**config.mk**
```make
export PLATFORM = sky130hd
export DESIGN_NAME = abs_position_serial_readout
export DESIGN_NICKNAME = d
export VERILOG_FILES = /design/src/abs_readout_pkg.sv /design/src/abs_position_serial_readout.sv
export SDC_FILE = /design/constraint.sdc
export NUM_CORES = 1
export LEC_CHECK = 0
export BUFFER_PORTS_ARGS = -buffer_cell sky130_fd_sc_hd__buf_2
export CORE_UTILIZATION = 38
export CTS_CLUSTER_SIZE = 40
export DETAILED_ROUTE_END_ITERATION = 6
export RECOVER_POWER = 25
export SETUP_SLACK_MARGIN = 0.4
export SLEW_MARGIN = 25
export SYNTH_ARGS = -nofsm -noshare
export SYNTH_HDL_FRONTEND = slang
export SYNTH_SLANG_ARGS = --single-unit
```
**constraint.sdc**
```tcl
create_clock -name i_clk -period 2.45 [get_ports i_clk]
set_input_delay 0.1225 -clock i_clk [delete_from_list [all_inputs] [get_ports i_clk]]
set_output_delay 0.1225 -clock i_clk [all_outputs]
set_load 0.1 [all_outputs]
```
**src/abs_readout_pkg.sv**
```systemverilog
// Notes on behaviour
// [RULE1] Master reads position with command 0x02 and data number 0x91.
// [RULE2] Drive answers read with 32-bit position in pulses, hex encoded.
// [RULE3] Master addresses the read to the drive's own station number.
// [RULE4] Controller reads position every time servo-on is asserted.
// [RULE5] Controller applies a time-out to every position read.
// [RULE6] Drive returns position sampled at command, loads it as command value.
// [RULE7] Power stage enables 100 ms after servo-on request asserts.
// [RULE8] Ready output asserts only after power stage is enabled.
// [RULE9] Controller finishes position read before sending command pulses.
// [RULE10] On link error drive replies with matching error code, not data.
// [RULE11] Controller retries on error, then enters error handling.
// [RULE12] On fault controller drops servo-on, repeats power-on read sequence.
// [RULE13] Forced stop release: stage on after 200-450 ms, ready 5 ms later.
// [RULE14] Controller gets position before ready starts position commanding.
// [RULE15] Ready stays low whenever the power stage is disabled.
`default_nettype none
package abs_readout_pkg;
    // ****************************************
    // Command codes
    // ****************************************
    localparam logic [7:0] CMD_READ       = 8'h02;
    localparam logic [7:0] DATA_NO_ABSPOS = 8'h91;
    localparam logic [7:0] ERR_NONE       = 8'h00;
    localparam logic [7:0] ERR_BAD_CMD    = 8'h01;
    localparam logic [7:0] ERR_LINK       = 8'h02;

    // ****************************************
    // APB map
    // ****************************************
    localparam logic [7:0] OFS_CTRL    = 8'h00;
    localparam logic [7:0] OFS_STATUS  = 8'h04;
    localparam logic [7:0] OFS_IRQ_ST  = 8'h08;
    localparam logic [7:0] OFS_IRQ_MSK = 8'h0C;
    localparam logic [7:0] OFS_POSCMD  = 8'h10;
    localparam logic [7:0] OFS_STATION = 8'h14;
    localparam int CTRL_RUN   = 0;
    localparam int CTRL_FSTOP = 1;
    localparam int CTRL_FAULT = 2;
    localparam int IRQ_READY  = 0;
    localparam int IRQ_READ   = 1;
    localparam int IRQ_ERR    = 2;
    localparam logic [3:0] STATION_RST = 4'h0;

    // ****************************************
    // Timing
    // ****************************************
    localparam int CLK_MHZ       = 125;
    localparam int SERVO_ON_MS   = 100;
    localparam int FSTOP_MIN_MS  = 200;
    localparam int READY_MS      = 5;
    localparam int CYC_PER_MS    = CLK_MHZ * 1000;
    localparam int SERVO_ON_CYC  = SERVO_ON_MS * CYC_PER_MS;
    localparam int FSTOP_CYC     = FSTOP_MIN_MS * CYC_PER_MS;
    localparam int READY_CYC     = READY_MS * CYC_PER_MS;

    typedef enum logic [3:0] {
        ST_OFF   = 4'b0001,
        ST_WAIT  = 4'b0010,
        ST_BASE  = 4'b0100,
        ST_READY = 4'b1000
    } pwr_state_t;

    typedef struct packed {
        logic [7:0] station;
        logic [7:0] cmd;
        logic [7:0] data_no;
        logic       link_err;
    } req_t;

    typedef struct packed {
        logic [7:0]  err_code;
        logic [31:0] data;
    } resp_t;
endpackage
`default_nettype wire

```
**src/abs_position_serial_readout.sv**
```systemverilog
// Added by the designer: the register offsets and the APB register port.
`timescale 1ns/100ps
`default_nettype none
module abs_position_serial_readout #(
    parameter int SERVO_ON_CYC  = abs_readout_pkg::SERVO_ON_CYC,
    parameter int FSTOP_CYC     = abs_readout_pkg::FSTOP_CYC,
    parameter int READY_CYC     = abs_readout_pkg::READY_CYC
) (
    input  wire logic                   i_clk,
    input  wire logic                   i_rst_n,
    input  wire logic                   i_psel,
    input  wire logic                   i_penable,
    input  wire logic                   i_pwrite,
    input  wire logic [7:0]             i_paddr,
    input  wire logic [31:0]            i_pwdata,
    output logic      [31:0]            o_prdata,
    output logic                        o_pready,
    output logic                        o_pslverr,
    input  wire logic                   i_req_valid,
    input  wire abs_readout_pkg::req_t  i_req,
    output abs_readout_pkg::resp_t      o_resp,
    output logic                        o_resp_valid,
    input  wire logic [31:0]            i_cur_pos,
    output logic      [31:0]            o_pos_cmd,
    output logic                        o_pos_load,
    output logic                        o_base_on,
    output logic                        o_ready,
    output logic                        o_irq
);
    // ****************************************
    // State
    // ****************************************
    typedef struct packed {
        abs_readout_pkg::pwr_state_t st;
        logic [31:0]                 cnt;
        logic                        from_fstop;
        logic                        fstop_prev;
        logic [2:0]                  ctrl;
        logic [3:0]                  station;
        logic [2:0]                  irq_st;
        logic [2:0]                  irq_msk;
        logic [31:0]                 prdata;
        logic                        pready;
        logic                        pslverr;
        abs_readout_pkg::resp_t      resp;
        logic                        resp_valid;
        logic [31:0]                 pos_cmd;
        logic                        pos_load;
        logic                        base_on;
        logic                        ready;
        logic                        irq;
    } state_t;

    state_t s_q;
    state_t s_d;

    function automatic logic is_addr(input logic [7:0] a, input logic [7:0] ofs);
        is_addr = (a == ofs);
    endfunction

    logic       run;
    logic       fstop;
    logic       fault;
    logic       enabled;
    logic       acc;
    logic [2:0] ev;

    assign run     = s_q.ctrl[abs_readout_pkg::CTRL_RUN];
    assign fstop   = s_q.ctrl[abs_readout_pkg::CTRL_FSTOP];
    assign fault   = s_q.ctrl[abs_readout_pkg::CTRL_FAULT];
    assign enabled = run && !fstop && !fault;
    assign acc     = i_psel && i_penable && !s_q.pready;

    always_comb
    begin
        s_d            = s_q;
        ev             = 3'h0;
        s_d.pready     = 1'b0;
        s_d.pslverr    = 1'b0;
        s_d.resp_valid = 1'b0;
        s_d.pos_load   = 1'b0;
        s_d.fstop_prev = fstop;
        // ****************************************
        // Power sequence
        // ****************************************
        case (s_q.st)
            abs_readout_pkg::ST_OFF:
            begin
                s_d.cnt = 32'h0;
                if (enabled)
                begin
                    s_d.st         = abs_readout_pkg::ST_WAIT;
                    s_d.from_fstop = s_q.fstop_prev;
                end
            end
            abs_readout_pkg::ST_WAIT:
            begin
                s_d.cnt = s_q.cnt + 32'h1;
                // Release path uses the short end of the 200-450 ms window
                if (s_q.from_fstop ? (s_q.cnt == 32'(FSTOP_CYC - 1))
                                   : (s_q.cnt == 32'(SERVO_ON_CYC - 1))) // RULE7 RULE13
                begin
                    s_d.st      = abs_readout_pkg::ST_BASE;
                    s_d.cnt     = 32'h0;
                    s_d.base_on = 1'b1;
                end
            end
            abs_readout_pkg::ST_BASE:
            begin
                s_d.cnt = s_q.cnt + 32'h1;
                if (!s_q.from_fstop || s_q.cnt == 32'(READY_CYC - 1)) // RULE8 RULE13
                begin
                    s_d.st    = abs_readout_pkg::ST_READY;
                    s_d.ready = 1'b1;
                    ev[abs_readout_pkg::IRQ_READY] = 1'b1;
                end
            end
            abs_readout_pkg::ST_READY:
            begin
                s_d.cnt = 32'h0;
            end
            default:
            begin
                s_d.st = abs_readout_pkg::ST_OFF;
            end
        endcase
        if (!enabled) // RULE15
        begin
            s_d.st      = abs_readout_pkg::ST_OFF;
            s_d.base_on = 1'b0;
            s_d.ready   = 1'b0;
            s_d.cnt     = 32'h0;
        end
        // ****************************************
        // Serial command
        // ****************************************
        if (i_req_valid && i_req.station == {4'h0, s_q.station})
        begin
            s_d.resp_valid = 1'b1;
            s_d.resp.data  = 32'h0;
            if (i_req.link_err) // RULE10
            begin
                s_d.resp.err_code = abs_readout_pkg::ERR_LINK;
                ev[abs_readout_pkg::IRQ_ERR] = 1'b1;
            end
            else if (i_req.cmd != abs_readout_pkg::CMD_READ
                     || i_req.data_no != abs_readout_pkg::DATA_NO_ABSPOS) // RULE10
            begin
                s_d.resp.err_code = abs_readout_pkg::ERR_BAD_CMD;
                ev[abs_readout_pkg::IRQ_ERR] = 1'b1;
            end
            else
            begin
                s_d.resp.err_code = abs_readout_pkg::ERR_NONE;
                s_d.resp.data     = i_cur_pos; // RULE2 RULE6
                s_d.pos_cmd       = i_cur_pos; // RULE6
                s_d.pos_load      = 1'b1;
                ev[abs_readout_pkg::IRQ_READ] = 1'b1;
            end
        end
        // ****************************************
        // APB slave
        // ****************************************
        if (acc)
        begin
            s_d.pready = 1'b1;
            s_d.prdata = 32'h0;
            if (i_pwrite)
            begin
                if (is_addr(i_paddr, abs_readout_pkg::OFS_CTRL))
                    s_d.ctrl = i_pwdata[2:0];
                else if (is_addr(i_paddr, abs_readout_pkg::OFS_IRQ_ST))
                    s_d.irq_st = s_q.irq_st & ~i_pwdata[2:0];
                else if (is_addr(i_paddr, abs_readout_pkg::OFS_IRQ_MSK))
                    s_d.irq_msk = i_pwdata[2:0];
                else if (is_addr(i_paddr, abs_readout_pkg::OFS_STATION))
                    s_d.station = i_pwdata[3:0];
                else if (!is_addr(i_paddr, abs_readout_pkg::OFS_STATUS)
                         && !is_addr(i_paddr, abs_readout_pkg::OFS_POSCMD))
                    s_d.pslverr = 1'b1;
            end
            else
            begin
                if (is_addr(i_paddr, abs_readout_pkg::OFS_CTRL))
                    s_d.prdata = {29'h0, s_q.ctrl};
                else if (is_addr(i_paddr, abs_readout_pkg::OFS_STATUS))
                    s_d.prdata = {26'h0, s_q.st, s_q.ready, s_q.base_on};
                else if (is_addr(i_paddr, abs_readout_pkg::OFS_IRQ_ST))
                    s_d.prdata = {29'h0, s_q.irq_st};
                else if (is_addr(i_paddr, abs_readout_pkg::OFS_IRQ_MSK))
                    s_d.prdata = {29'h0, s_q.irq_msk};
                else if (is_addr(i_paddr, abs_readout_pkg::OFS_POSCMD))
                    s_d.prdata = s_q.pos_cmd;
                else if (is_addr(i_paddr, abs_readout_pkg::OFS_STATION))
                    s_d.prdata = {28'h0, s_q.station};
                else
                    s_d.pslverr = 1'b1;
            end
        end
        // Set wins over a simultaneous write-one clear
        s_d.irq_st = s_d.irq_st | ev;
        s_d.irq    = |(s_d.irq_st & s_d.irq_msk);
    end

    always_ff @(posedge i_clk)
    begin
        if (!i_rst_n)
        begin
            s_q         <= '0;
            s_q.st      <= abs_readout_pkg::ST_OFF;
            s_q.station <= abs_readout_pkg::STATION_RST;
        end
        else
        begin
            s_q <= s_d;
        end
    end

    assign o_prdata     = s_q.prdata;
    assign o_pready     = s_q.pready;
    assign o_pslverr    = s_q.pslverr;
    assign o_resp       = s_q.resp;
    assign o_resp_valid = s_q.resp_valid;
    assign o_pos_cmd    = s_q.pos_cmd;
    assign o_pos_load   = s_q.pos_load;
    assign o_base_on    = s_q.base_on;
    assign o_ready      = s_q.ready;
    assign o_irq        = s_q.irq;

    // ****************************************
    // Checks
    // ****************************************
    a_ready_needs_base: assert property (@(posedge i_clk) disable iff (!i_rst_n) // RULE8
        o_ready |-> o_base_on) else $error("ready without power stage");
    a_ready_low_off: assert property (@(posedge i_clk) disable iff (!i_rst_n) // RULE15
        !enabled |=> !o_ready && !o_base_on) else $error("ready while disabled");
    a_base_rise_wait: assert property (@(posedge i_clk) disable iff (!i_rst_n) // RULE7
        $rose(o_base_on) |-> $past(s_q.st) == abs_readout_pkg::ST_WAIT)
        else $error("stage on without delay");
    a_stage_not_early: assert property (@(posedge i_clk) disable iff (!i_rst_n) // RULE7
        (s_q.st == abs_readout_pkg::ST_WAIT && !s_q.from_fstop
         && s_q.cnt < 32'(SERVO_ON_CYC - 1)) |=> !o_base_on || !enabled)
        else $error("stage on too early");
    a_fstop_ready_gap: assert property (@(posedge i_clk) disable iff (!i_rst_n) // RULE13
        (s_q.st == abs_readout_pkg::ST_BASE && s_q.from_fstop
         && s_q.cnt < 32'(READY_CYC - 1)) |=> !o_ready)
        else $error("ready too soon after release");
    a_read_data: assert property (@(posedge i_clk) disable iff (!i_rst_n) // RULE2
        (i_req_valid && i_req.station == {4'h0, s_q.station} && !i_req.link_err
         && i_req.cmd == abs_readout_pkg::CMD_READ
         && i_req.data_no == abs_readout_pkg::DATA_NO_ABSPOS)
        |=> o_resp_valid && o_resp.data == $past(i_cur_pos) && o_pos_cmd == o_resp.data)
        else $error("position reply wrong");
    a_load_pulse: assert property (@(posedge i_clk) disable iff (!i_rst_n) // RULE6
        o_pos_load |-> o_resp_valid && o_resp.err_code == abs_readout_pkg::ERR_NONE)
        else $error("load without good reply");
    a_err_code: assert property (@(posedge i_clk) disable iff (!i_rst_n) // RULE10
        (i_req_valid && i_req.station == {4'h0, s_q.station} && i_req.link_err)
        |=> o_resp_valid && o_resp.err_code == abs_readout_pkg::ERR_LINK && !o_pos_load)
        else $error("link error not reported");
endmodule // abs_position_serial_readout
`default_nettype wire

```
### Yosys cells after proc, flatten, opt, wreduce, memory -nomap -nowiden

Index checks and enable logic that the tools add are counted.

| word-level totals | value |
|---|---|
| register bits | 162 |
| bits of input ports | 103 |
| output and inout port bits | 111 |

| operators by class | value |
|---|---|
| add/subtract/negate cells | 1 |
| equality and inequality tests | 17 |
| multiplexer cells | 44 |
| bitwise operators | 12 |
| reduce and logical (&&, ||, !) cells | 28 |

Operator list:

| operator | number |
|---|---|
| 2-to-1 mux 32 bit | 8 |
| case mux 32 bit (3 select lines) | 1 |
| 2-to-1 mux 33 bit | 2 |
| 2-to-1 mux 40 bit | 1 |
| 2-to-1 mux 36 bit | 1 |
| 2-to-1 mux 34 bit | 1 |
| adder 32 x 1 -> 32 bit, second input constant | 1 |
| == test 32 x 20 -> 1 bit, second input constant | 1 |
| == test 32 x 24 -> 1 bit, second input constant | 1 |
| == test 32 x 25 -> 1 bit, second input constant | 1 |
| 2-to-1 mux 1 bit | 20 |
| == test 8 x 4 -> 1 bit, second input constant | 2 |
| == test 8 x 5 -> 1 bit, second input constant | 2 |
| case mux 4 bit (4 select lines) | 1 |
| 2-to-1 mux 6 bit | 2 |
| AND reduction 2 bit | 5 |
| 2-to-1 mux 3 bit | 3 |
| AND reduction 3 bit | 3 |
| == test 8 x 3 -> 1 bit, second input constant | 1 |
| == test 8 x 4 -> 1 bit | 1 |
| zero test 8 bit | 1 |
| 2-to-1 mux 4 bit | 2 |
| != test 8 x 2 -> 1 bit, second input constant | 1 |
| != test 8 bit, second input constant | 1 |
| 17 further kinds | 39 |

### Depth between registers and ports, before layout

Gate-level depths: netlist of run 1.

| depth | value |
|---|---|
| word-level depth | 13 |
| gate-level depth with buffers | 8 |

### Worst setup path before layout of run 1

Ideal clock, no wire load.

| timing path | value |
|---|---|
| path kind | flip-flop to flip-flop |
| start point | register s_q[126] (netlist name) |
| end point | register s_q[131] (netlist name) |
| library setup time | 0.132 ns |
| data arrival time | 2.307 ns |
| data required time | 2.318 ns |
| slack | 0.011 ns |
| cell stages (with the launch flop) | 9 |
| path buffers | 2 |
| period minus slack after synthesis | 2.439 ns |
| cell sequence | dfxtp_1 > ha_1 > nand3_1 > or4_1 > a2111o_1 > a21oi_1 > buf_2 > buf_4 > nor3_1 |

| between the ends | value |
|---|---|
| cells in the longest elaborated chain, start to end | 4 |
| elaborated cells between the ends (all ways) | 6 |

Ends and longest elaborated chain:

| element | line | text |
|---|---|---|
| start: declaration | abs_position_serial_readout.sv:54 | `state_t s_q;` |
| branches (longest 3 deep; another with adder 32 x 1 -> 32 bit) | -- |  |
| case mux 32 bit (3 select lines) (*) | abs_position_serial_readout.sv:86 | `case (s_q.st)` |

Every way passes the cells marked *. The select of a mux whose other input is x is not followed.
A chain may end at the register's enable or synchronous reset.

### Worst setup path in the final report of run 1

| timing path | value |
|---|---|
| start point | register s_q[132] (netlist name) |
| end point | register s_q[147] (netlist name) |

Same word-level chain as after synthesis.

==> impl_metrics.py, run 1 <==
metrics = {
    "worst_setup_path": {
        "critical_path_required_ns": 2.75,
        "start_kind": "flop",
        "critical_path_buf_inv_count": 2,
        "path_cells": "or3b_1 -> or4_4 -> a2111o_1 -> a21oi_4 -> buf_6 -> clkbuf_16 -> a211oi_1",
        "timing.rr.start": "s_q[132]",
        "max_stage_delay_ns": 0.51,
        "crit_fanout": 7,
        "endpoint_kind": "flop",
        "critical_path_class": "reg2reg",
        "timing.rr.end": "s_q[147]",
        "slowest_stage": "or4_4",
        "reg2reg_depth": 7,
        "crit_arrival_ns": 2.62,
        "cp-startpoint": "s_q[132]",
        "rrSetupSlack_ns": 0.13,
        "cp_top_family": "simple AND/OR/NAND/NOR gates",
    },
    "sta": {
        "fmax_ghz": 0.432,
        "rsz0062_at_grt": "yes",
        "tns_ns": 0,
        "slew_headroom_pct": 15.1,
        "tightestPinTransition_ns": 1.28,
        "fin_worst_skew_ns": 0.0115,
        "drv_slew": 0,
        "finalCriticalPeriod_ns": 2.32,
        "hold_viol": 0,
        "fin_crit_sh_pct": 94.6,
        "setup_viol_count_final": 0,
    },
    "synthesis": {
        "muxShareOfSynthArea_pct": 2.92,
        "synthAdderAreaFrac_pct": 0.174,
        "async_flop_share_pct": 0,
        "synthSimpleGateAreaFrac_pct": 22.3,
        "synth_cell_type_count": 63,
        "ys_warn_count": 0,
        "syn_area_per_cell_sq_um": 8.46,
        "synth_top_family_by_area": "simple AND/OR/NAND/NOR gates",
        "synth_top_flop_cell": "dfxtp_1",
        "synth_area_sq_um": 7210,
        "synth-xor-area-share_pct": 2.31,
        "synth-seq-cells": 156,
        "ys_seq_area_share_pct": 43.3,
        "synth_compound_area_share_pct": 14.4,
        "synth_edf_count": 0,
        "syn_inst": 852,
    },
    "finish": {
        "final_cell_mix": "dfxtp_1, nand2_1, buf_2",
        "fin_cells": 1229,
        "layout_commonest_cell": "dfxtp_1",
        "drive_gt1_share_pct": 24.3,
        "diodes": 0,
        "finalNetCount": 1086,
        "nFillCells": 1821,
        "syn_to_final_growth_pct": 24.8,
    },
    "die": {
        "core_area_sq_um": 18600,
        "ios": 214,
        "start_util_pct": 38.7,
        "die-area_sq_um": 19500,
        "rows": 50,
        "die_y_um": 140,
        "die_x_um": 140,
    },
    "power_and_ir_drop": {
        "p_leak_nw": 3.27,
        "power.density_nw_per_um2": 607,
        "vdd_ir_drop_max_mv": 0.481,
        "finalPower_w": 0.00546,
    },
    "routing": {
        "vias_per_cell": 5.11,
        "vias": 6285,
        "wl_per_cell_um": 15.6,
        "drtIter0Drc": 309,
        "drtAntennaViolNets": 0,
        "drt_pass1_iterations": 4,
        "wirelength_um": 19200,
        "drc": 0,
    },
    "global_routing": {
        "grtUsageTotal_pct": 19.2,
        "grt.busiest_layer": "met2",
        "grtUsageMet2_pct": 32.5,
        "grt_pass1_wl_um": 30100,
        "antenna_found_initial": 0,
        "grt_pass1_vias": 5840,
        "grtUsageMet3_pct": 3.96,
        "overflow": 0,
        "grt_max_degree": 92,
        "use_met1_pct": 24.6,
    },
    "placement": {
        "portBuffers": 179,
        "dp_cells": 1142,
        "dp_hpwl_um": 12500,
        "gp_congestion": 0.836,
    },
    "clocking": {
        "clock-sinks": 156,
        "cts_root_buf": "clkbuf_16",
        "clock_latency_ns": 0.43,
        "cts_buffers": 17,
        "cts_tree": "done",
        "cts.reportedPaths.clkPinSlew_ns": 0.07,
        "clockBufferDepth": 2,
        "htreeDepth": 4,
    },
    "hold_path": {
        "holdPathEnd": "s_q[117]",
        "worstHoldPathCells": 3,
        "hold_class": "in2reg",
        "hold_path.startpoint": "i_pwdata[0]",
    },
    "run_status": {
        "status": "complete, no violations",
    },
    "flow_run": {
        "maxCapViolations": 0,
    },
}
## cell families after synthesis
family | Yosys count
fa+ha+maj | 1
mux | 18
buf+inv | 172
other cells | 1
compound gates | 163
flops | 156
xor+xnor | 19
simple gates | 322
## cells in the mapped netlist (2+ instances only)
| cell | count | area share [%] |
|---|---|---|
| a2111oi_0 | 3 | 0.36 |
| a211oi_1 | 18 | 1.9 |
| a21oi_1 | 76 | 5.3 |
| a22o_1 | 3 | 0.36 |
| a22oi_1 | 31 | 3.2 |
| a2bb2oi_1 | 2 | 0.24 |
| and2_1 | 5 | 0.43 |
| and3_1 | 5 | 0.43 |
| and4_1 | 2 | 0.24 |
| buf_1 | 2 | 0.10 |
| buf_2 | 7 | 0.49 |
| buf_4 | 105 | 11 |
| clkbuf_1 | 46 | 2.4 |
| dfxtp_1 | 156 | 43 |
| inv_1 | 11 | 0.57 |
| mux2_1 | 3 | 0.47 |
| mux2i_1 | 12 | 1.7 |
| mux4_2 | 2 | 0.62 |
| nand2_1 | 126 | 6.6 |
| nand2b_1 | 7 | 0.61 |
| nand3_1 | 19 | 1.3 |
| nand3b_1 | 2 | 0.21 |
| nand4_1 | 19 | 1.6 |
| nor2_1 | 55 | 2.9 |
| nor2b_1 | 4 | 0.35 |
| nor3_1 | 21 | 1.5 |
| nor3b_1 | 5 | 0.52 |
| nor4_1 | 10 | 0.87 |
| nor4b_1 | 5 | 0.61 |
| nor4bb_1 | 4 | 0.56 |
| o21ai_0 | 8 | 0.56 |
| o22ai_1 | 2 | 0.17 |
| o31ai_1 | 9 | 0.94 |
| or3_1 | 10 | 0.87 |
| or4_1 | 12 | 1.2 |
| xnor2_1 | 11 | 1.3 |
| xor2_1 | 8 | 0.97 |
## power by group
part / switching, W / internal [W]
sequential: 0.000000671 / 0.00253
combinational: 0.000150 / 0.0000992
clock: 0.00112 / 0.00156
total: 0.00127 / 0.00419
## final cells by class
class                      instances  area [sq um]  share of cell area [%]
tap                              234           293                    3.25
clock inverter                    13           153                    1.70
inverter                          12          46.3                   0.515
timing repair buffer             266          1680                    18.7
multi-input combinational        529          3240                    36.0
clock buffer                      19           443                    4.92
sequential                       156          3140                    34.9
## tightest hold or removal path, delay by kind of cell
| kind | cells | cell delay [ns] |
|---|---|---|
| mux | 1 | 0.08 |
| simple gates | 1 | 0.08 |
| buf+inv | 1 | 0.13 |
## registers in the layout, indices dropped and copies added, names as in the netlist
signal and flops:
fault 1, fstop 1, o_base_on 1, o_irq 1
o_pos_cmd 32, o_pos_load 1, o_prdata 32, o_pready 1
o_pslverr 1, o_ready 1, o_resp 34, o_resp_valid 1
run 1, s_q 48
## repair_timing
item                                    in CTS  in global routing
resized for setup                           20                 22
setup buffers                                6                  9
cloned                                       1                  4
hold buffers                                35                  0
endpoints found under the setup margin      36                 36
endpoints found under the hold margin       67                  0
pin swaps                                   10                  8
## worst max path at each step
stage                to  slack (ns)  depth (start not counted)
6_report       s_q[147]        0.13                          7
5_1_grt        s_q[147]        0.08                          7
4_1_cts        s_q[139]        0.19                          5
3_5_place_dp   s_q[135]        0.10                          6
3_3_place_gp   s_q[139]        0.15                          5
2_1_floorplan  s_q[139]        0.11                          6
## stage by stage
stage | instance area (sq um) | util (%) | hold WS (ns) | setup WS (ns)
after CTS | 8850 | 47.5 | 0.00148 | 0.193
after global routing | 9000 | 48.3 | 0.0291 | 0.0819
after global placement | 7750 | 41.6 | 0.370 | 0.146
after detailed placement | 7750 | 41.6 | 0.380 | 0.103
final | 9000 | 48.3 | 0.0240 | 0.133
after floorplan | 7300 | - | 0.201 | 0.114
## metal layers
metal	vias up	wire, um	share of wire, %
li1	3147	-	-
met1	2948	8850	46
met2	169	9110	47
met3	21	973	5.1
met4	0	242	1.3
met5	-	0	0
(Power assumes the default switching activity.)
==> inputs of run 2 (changes only) <==
--- a/config.mk
+++ b/config.mk
@@ -10,6 +10,7 @@
 export CTS_CLUSTER_SIZE = 40
 export DETAILED_ROUTE_END_ITERATION = 6
 export RECOVER_POWER = 25
+export REMOVE_ABC_BUFFERS = 1
 export SETUP_SLACK_MARGIN = 0.4
 export SLEW_MARGIN = 25
 export SYNTH_ARGS = -nofsm -noshare
==> run 2 against run 1 <==
  * Worst hold slack got worse by 0.0065 ns
  * Flip-flop and latch count unchanged
  * Sequential share of layout area is 0.96 points higher
  * Critical path type unchanged
  * Largest cell class unchanged
==> impl_metrics.py, run 2 (synthesized netlist as in run 1, its figures left out) <==
metrics = {
    "power_and_ir_drop": {
        "combPwrFrac_pct": 4.7,
        "p_int_w": 0.00407,
        "p_sw_share_pct": 24.4,
        "power.density_nw_per_um2": 617,
        "power_frac_seq_pct": 47.1,
        "p_clk_share_pct": 48.2,
        "vdd_ir_drop_max_mv": 0.493,
        "p_sw_w": 0.00131,
        "p_leak_nw": 3.18,
        "finalPower_w": 0.00538,
    },
    "sta": {
        "finalCriticalPeriod_ns": 2.30,
        "tightestPinTransition_ns": 1.26,
        "setup_ws_ns": 0.152,
        "fin_crit_sh_pct": 93.8,
        "hold_viol": 0,
        "drv_slew": 0,
        "rsz0062_at_grt": "yes",
        "slew_headroom_pct": 16.4,
        "setup_viol_count_final": 0,
        "fin_worst_skew_ns": 0.00896,
        "fmax_ghz": 0.435,
    },
    "clocking": {
        "cts_tree": "done",
        "cts.reportedPaths.clkPinSlew_ns": 0.07,
        "clock-sinks": 156,
        "cts_buffers": 17,
        "htreeDepth": 4,
        "clock_latency_ns": 0.43,
        "cts_root_buf": "clkbuf_16",
        "clockBufferDepth": 2,
    },
    "finish": {
        "finalNetCount": 1073,
        "largest_reg_flops": 48,
        "drive_gt1_share_pct": 21.1,
        "final_core_util_pct": 46.8,
        "final_cell_mix": "dfxtp_1, nand2_1, buf_2",
        "syn_to_final_growth_pct": 21.0,
        "layout_commonest_cell": "dfxtp_1",
        "nFillCells": 1826,
        "top_register": "s_q",
    },
    "die": {
        "die_y_um": 140,
        "die_x_um": 140,
        "ios": 214,
        "die-area_sq_um": 19500,
        "core_area_sq_um": 18600,
        "start_util_pct": 38.7,
        "rows": 50,
    },
    "placement": {
        "dpl_worst_slack_ns": 0.0935,
        "gp_congestion": 0.839,
        "dp_hpwl_um": 12800,
        "portBuffers": 179,
    },
    "worst_setup_path": {
        "critical_path_required_ns": 2.80,
        "cp_top_family": "simple AND/OR/NAND/NOR gates",
        "crit_fanout": 5,
        "cp_common_cell": "or4_4",
        "path_cells": "or4b_4 -> o311a_1 -> or4_4 -> or4_4 -> a211oi_2",
        "rrSetupSlack_ns": 0.15,
        "max_stage_delay_ns": 0.55,
        "slowest_stage": "or4b_4",
        "critical_path_class": "reg2reg",
        "critical_path_buf_inv_count": 0,
        "start_kind": "flop",
        "crit_arrival_ns": 2.64,
        "endpoint_kind": "flop",
    },
    "routing": {
        "drc": 0,
        "vias": 6197,
        "vias_per_cell": 5.09,
        "wl_per_cell_um": 15.4,
        "wirelength_um": 18700,
        "drt_pass1_iterations": 5,
        "drtIter0Drc": 311,
        "drtAntennaViolNets": 0,
    },
    "flow_run": {
        "maxCapViolations": 0,
    },
    "run_status": {
        "status": "complete, no violations",
    },
    "global_routing": {
        "grt_pass1_vias": 5985,
        "grtUsageTotal_pct": 19.3,
        "grt_pass1_wl_um": 30000,
        "antenna_found_initial": 1,
        "overflow": 0,
        "grt_max_degree": 46,
    },
    "hold_path": {
        "hold_class": "in2reg",
    },
}
## run 2: worst paths after layout
check                           cells past startpoint    endpoint         from
worst max register to register                      5    s_q[139]     s_q[161]
worst min register to register                      2  o_resp[31]   o_resp[31]
worst max-delay path                                5    s_q[139]     s_q[161]
worst min-delay path                                3    s_q[117]  i_pwdata[0]
## run 2: per-stage QoR
step	instance area (sq um)	TNS, ns	instances	hold slack (ns)
after floorplan	6220	-117.60	697	0.194
after global routing	8730	0	1217	0.0287
after detailed placement	7690	0	1141	0.373
after global placement	7690	0	1141	0.355
after CTS	8710	0	1212	0.00353
final	8730	0	1217	0.0175
## run 2: tightest hold or removal path, stage by stage
cell	delay, ns
buf_2	0.13
mux2i_1	0.08
nor2_1	0.08
## run 2: repair_timing
item | 4_1_cts | 5_1_grt
endpoints found under the setup margin | 35 | 37
hold endpoints to repair | 70 | 0
pin swaps | 1 | 4
gates cloned | 1 | 0
hold buffers | 37 | 0
gates resized for setup | 13 | 13
buffers inserted | 1 | 4
## run 2: power by group through the flow
stage | Sequential [W] | Clock, W | Combinational [W]
3_5_place_dp | 0.00259 | 0 | 0.000206
3_3_place_gp | 0.00259 | 0 | 0.000205
2_1_floorplan | 0.00261 | 0 | 0.0000902
5_1_grt | 0.00253 | 0.00275 | 0.000269
4_1_cts | 0.00254 | 0.00265 | 0.000253
6_report | 0.00254 | 0.00260 | 0.000252
## run 2: cell type report
type	count	area, sq um	area share, %
diodes	1	2.50	0.0287
clock buffers	20	467	5.35
clock inverters	12	120	1.38
inverters	12	46.3	0.531
multi-input cells	529	3150	36.1
flip-flops and latches	156	3130	35.9
well taps	234	293	3.36
repair buffers	253	1520	17.4
## run 2: routing by layer
metal	up-vias	routed length, um	track usage (%)
met4	0	472	8.39
met1	2898	8110	23.2
met5	-	0	0
met2	161	9070	32.0
met3	31	1040	5.51
li1	3107	-	-
==> inputs of run 3 (changes only) <==
--- a/config.mk
+++ b/config.mk
@@ -6,9 +6,10 @@
 export NUM_CORES = 1
 export LEC_CHECK = 0
 export BUFFER_PORTS_ARGS = -buffer_cell sky130_fd_sc_hd__buf_2
-export CORE_UTILIZATION = 38
+export CORE_UTILIZATION = 47
 export CTS_CLUSTER_SIZE = 40
 export DETAILED_ROUTE_END_ITERATION = 6
+export PLACE_DENSITY = 0.77
 export RECOVER_POWER = 25
 export REMOVE_ABC_BUFFERS = 1
 export SETUP_SLACK_MARGIN = 0.4
==> run 3 against run 2 <==
  * Count of clock-buffer cells in the layout is 3 lower
  * Register-to-register slack about the same
  * Non-clock buffer count is 6 higher
  * Worst setup slack improved by 0.014 ns
  * Via count up 4.0%
  * Cell count fell by 3.7%
  * Flip-flop and latch count unchanged
  * First-iteration DRC count is 25% higher
  * Sequential share of layout area decreased by 0.28 points
  * Global-route usage grew 4.6 points
  * Utilization grew 13 points
  * Largest cell class unchanged
==> impl_metrics.py, run 3 (synthesized netlist as in run 1, its figures left out) <==
metrics = {
    "worst_setup_path": {
        "start_kind": "flop",
        "critical_path_class": "reg2reg",
        "crit_arrival_ns": 2.57,
        "reg2reg_depth": 7,
        "critical_path_required_ns": 2.74,
        "endpoint_kind": "flop",
        "crit_fanout": 8,
    },
    "clocking": {
        "cts_root_buf": "clkbuf_16",
        "cts_tree": "done",
        "cts_buffers": 17,
        "clock_latency_ns": 0.42,
        "clock-sinks": 156,
        "htreeDepth": 4,
        "clockBufferDepth": 2,
        "cts.reportedPaths.clkPinSlew_ns": 0.07,
    },
    "global_routing": {
        "grt_max_degree": 55,
        "grt_pass1_wl_um": 30100,
        "grtUsageTotal_pct": 23.9,
        "antenna_found_initial": 1,
        "overflow": 0,
        "grt_pass1_vias": 6198,
    },
    "finish": {
        "syn_to_final_growth_pct": 22.2,
        "nFillCells": 1278,
        "fin_area_sq_um": 8810,
        "area.sequential_sq_um": 3140,
        "multiInputGateArea_sq_um": 3170,
        "largest_reg_flops": 48,
        "drive_gt1_share_pct": 22.7,
        "final_cell_mix": "dfxtp_1, nand2_1, buf_2",
        "top_register": "s_q",
        "diodes": 0,
        "layout_commonest_cell": "dfxtp_1",
        "finalNetCount": 1079,
        "final_core_util_pct": 59.7,
    },
    "sta": {
        "fmax_ghz": 0.438,
        "fin_crit_sh_pct": 93.2,
        "setup_viol_count_final": 0,
        "hold_viol": 0,
        "tightestPinTransition_ns": 1.24,
        "rsz0062_at_grt": "yes",
        "drv_slew": 0,
        "tns_ns": 0,
        "finalCriticalPeriod_ns": 2.28,
        "slew_headroom_pct": 17.5,
        "fin_worst_skew_ns": 0.00787,
    },
    "routing": {
        "drt_pass1_iterations": 7,
        "wirelength_um": 18600,
        "drtAntennaViolNets": 0,
        "drtIter0Drc": 390,
        "vias_per_cell": 5.50,
        "drc": 0,
        "vias": 6446,
        "wl_per_cell_um": 15.9,
    },
    "hold_path": {
        "worstHoldPathCells": 3,
        "hold_class": "in2reg",
    },
    "power_and_ir_drop": {
        "vdd_ir_drop_max_mv": 0.529,
        "p_clk_share_pct": 49.1,
        "p_leak_nw": 3.23,
        "power_frac_seq_pct": 46.2,
        "p_int_w": 0.00418,
        "combPwrFrac_pct": 4.6,
        "power.density_nw_per_um2": 622,
        "p_sw_w": 0.00130,
        "p_sw_share_pct": 23.8,
        "finalPower_w": 0.00548,
    },
    "placement": {
        "dp_hpwl_um": 12100,
        "portBuffers": 179,
        "dpl_cell_area_sq_um": 7630,
        "gp_congestion": 0.846,
    },
    "die": {
        "rows": 44,
        "die_x_um": 126,
        "core_area_sq_um": 14800,
        "die-area_sq_um": 15800,
        "ios": 214,
        "start_util_pct": 48.9,
        "die_y_um": 126,
    },
    "flow_run": {
        "maxCapViolations": 0,
    },
    "run_status": {
        "status": "complete, no violations",
    },
}
run 3: cell count changes in the layout (fill, tap and decap cells not counted), sizes merged:
cell	change
bufinv	+2
clkinv	+4
clkbuf	-4
inv	-3
diode	-1
buf	+7
run 3: power by group through the flow:
stage | Combinational [W] | Clock, W | Sequential, W
2_1_floorplan | 0.0000902 | 0 | 0.00261
3_3_place_gp | 0.000203 | 0 | 0.00259
3_5_place_dp | 0.000205 | 0 | 0.00259
4_1_cts | 0.000251 | 0.00273 | 0.00253
5_1_grt | 0.000272 | 0.00285 | 0.00253
6_report | 0.000255 | 0.00269 | 0.00253
run 3: path summary, 6_finish.rpt:
kind / end / startpoint / slack (ns)
worst min register to register: o_resp[31] / o_resp[31] / 0.45
worst max-delay path: s_q[133] / s_q[148] / 0.17
worst max register to register: s_q[133] / s_q[148] / 0.17
worst min-delay path: s_q[117] / i_pwdata[0] / 0.04
run 3: area by class of cell:
cell class                      instances  area share [%]
Tap cell                              184            2.61
Clock buffer                           17            4.83
Sequential cell                       156            35.6
Clock inverter                         15            2.06
Inverter                               12           0.525
Timing Repair Buffer                  259            18.4
Multi-Input combinational cell        529            36.0
run 3: repair_timing:
| item | in CTS | in global routing |
|---|---|---|
| endpoints found under the hold margin | 69 | 0 |
| pin swaps | 9 | 9 |
| resized for setup | 31 | 12 |
| setup endpoints to repair | 36 | 38 |
| buffers inserted | 9 | 3 |
| gates cloned | 2 | 0 |
| hold buffers | 37 | 0 |
run 3: worst max-delay path, stage by stage, from the launching register on:
cell      delay (ns)
dfxtp_1         0.38
nor4b_1         0.49
nand4_1         0.24
a2111o_1        0.48
a21oi_4         0.24
buf_6           0.15
buf_8           0.12
a211oi_1        0.04
run 3: per-layer routing:
| layer | GRT usage, % | share of wire [%] | up-vias |
|---|---|---|---|
| li1 | - | - | 3117 |
| met4 | 13.5 | 4.3 | 2 |
| met1 | 28.3 | 42 | 3028 |
| met3 | 4.93 | 5.3 | 59 |
| met5 | 0 | 0.054 | - |
| met2 | 40.3 | 48 | 240 |
run 3: per-stage QoR:
step                instances  hold WS (ns)  setup WS, ns
floorplan                 697         0.194         -1.18
global placement         1089         0.355         0.140
detailed placement       1089         0.367         0.132
CTS                      1169        0.0227         0.192
global route             1172        0.0499         0.110
finish                   1172        0.0358         0.166
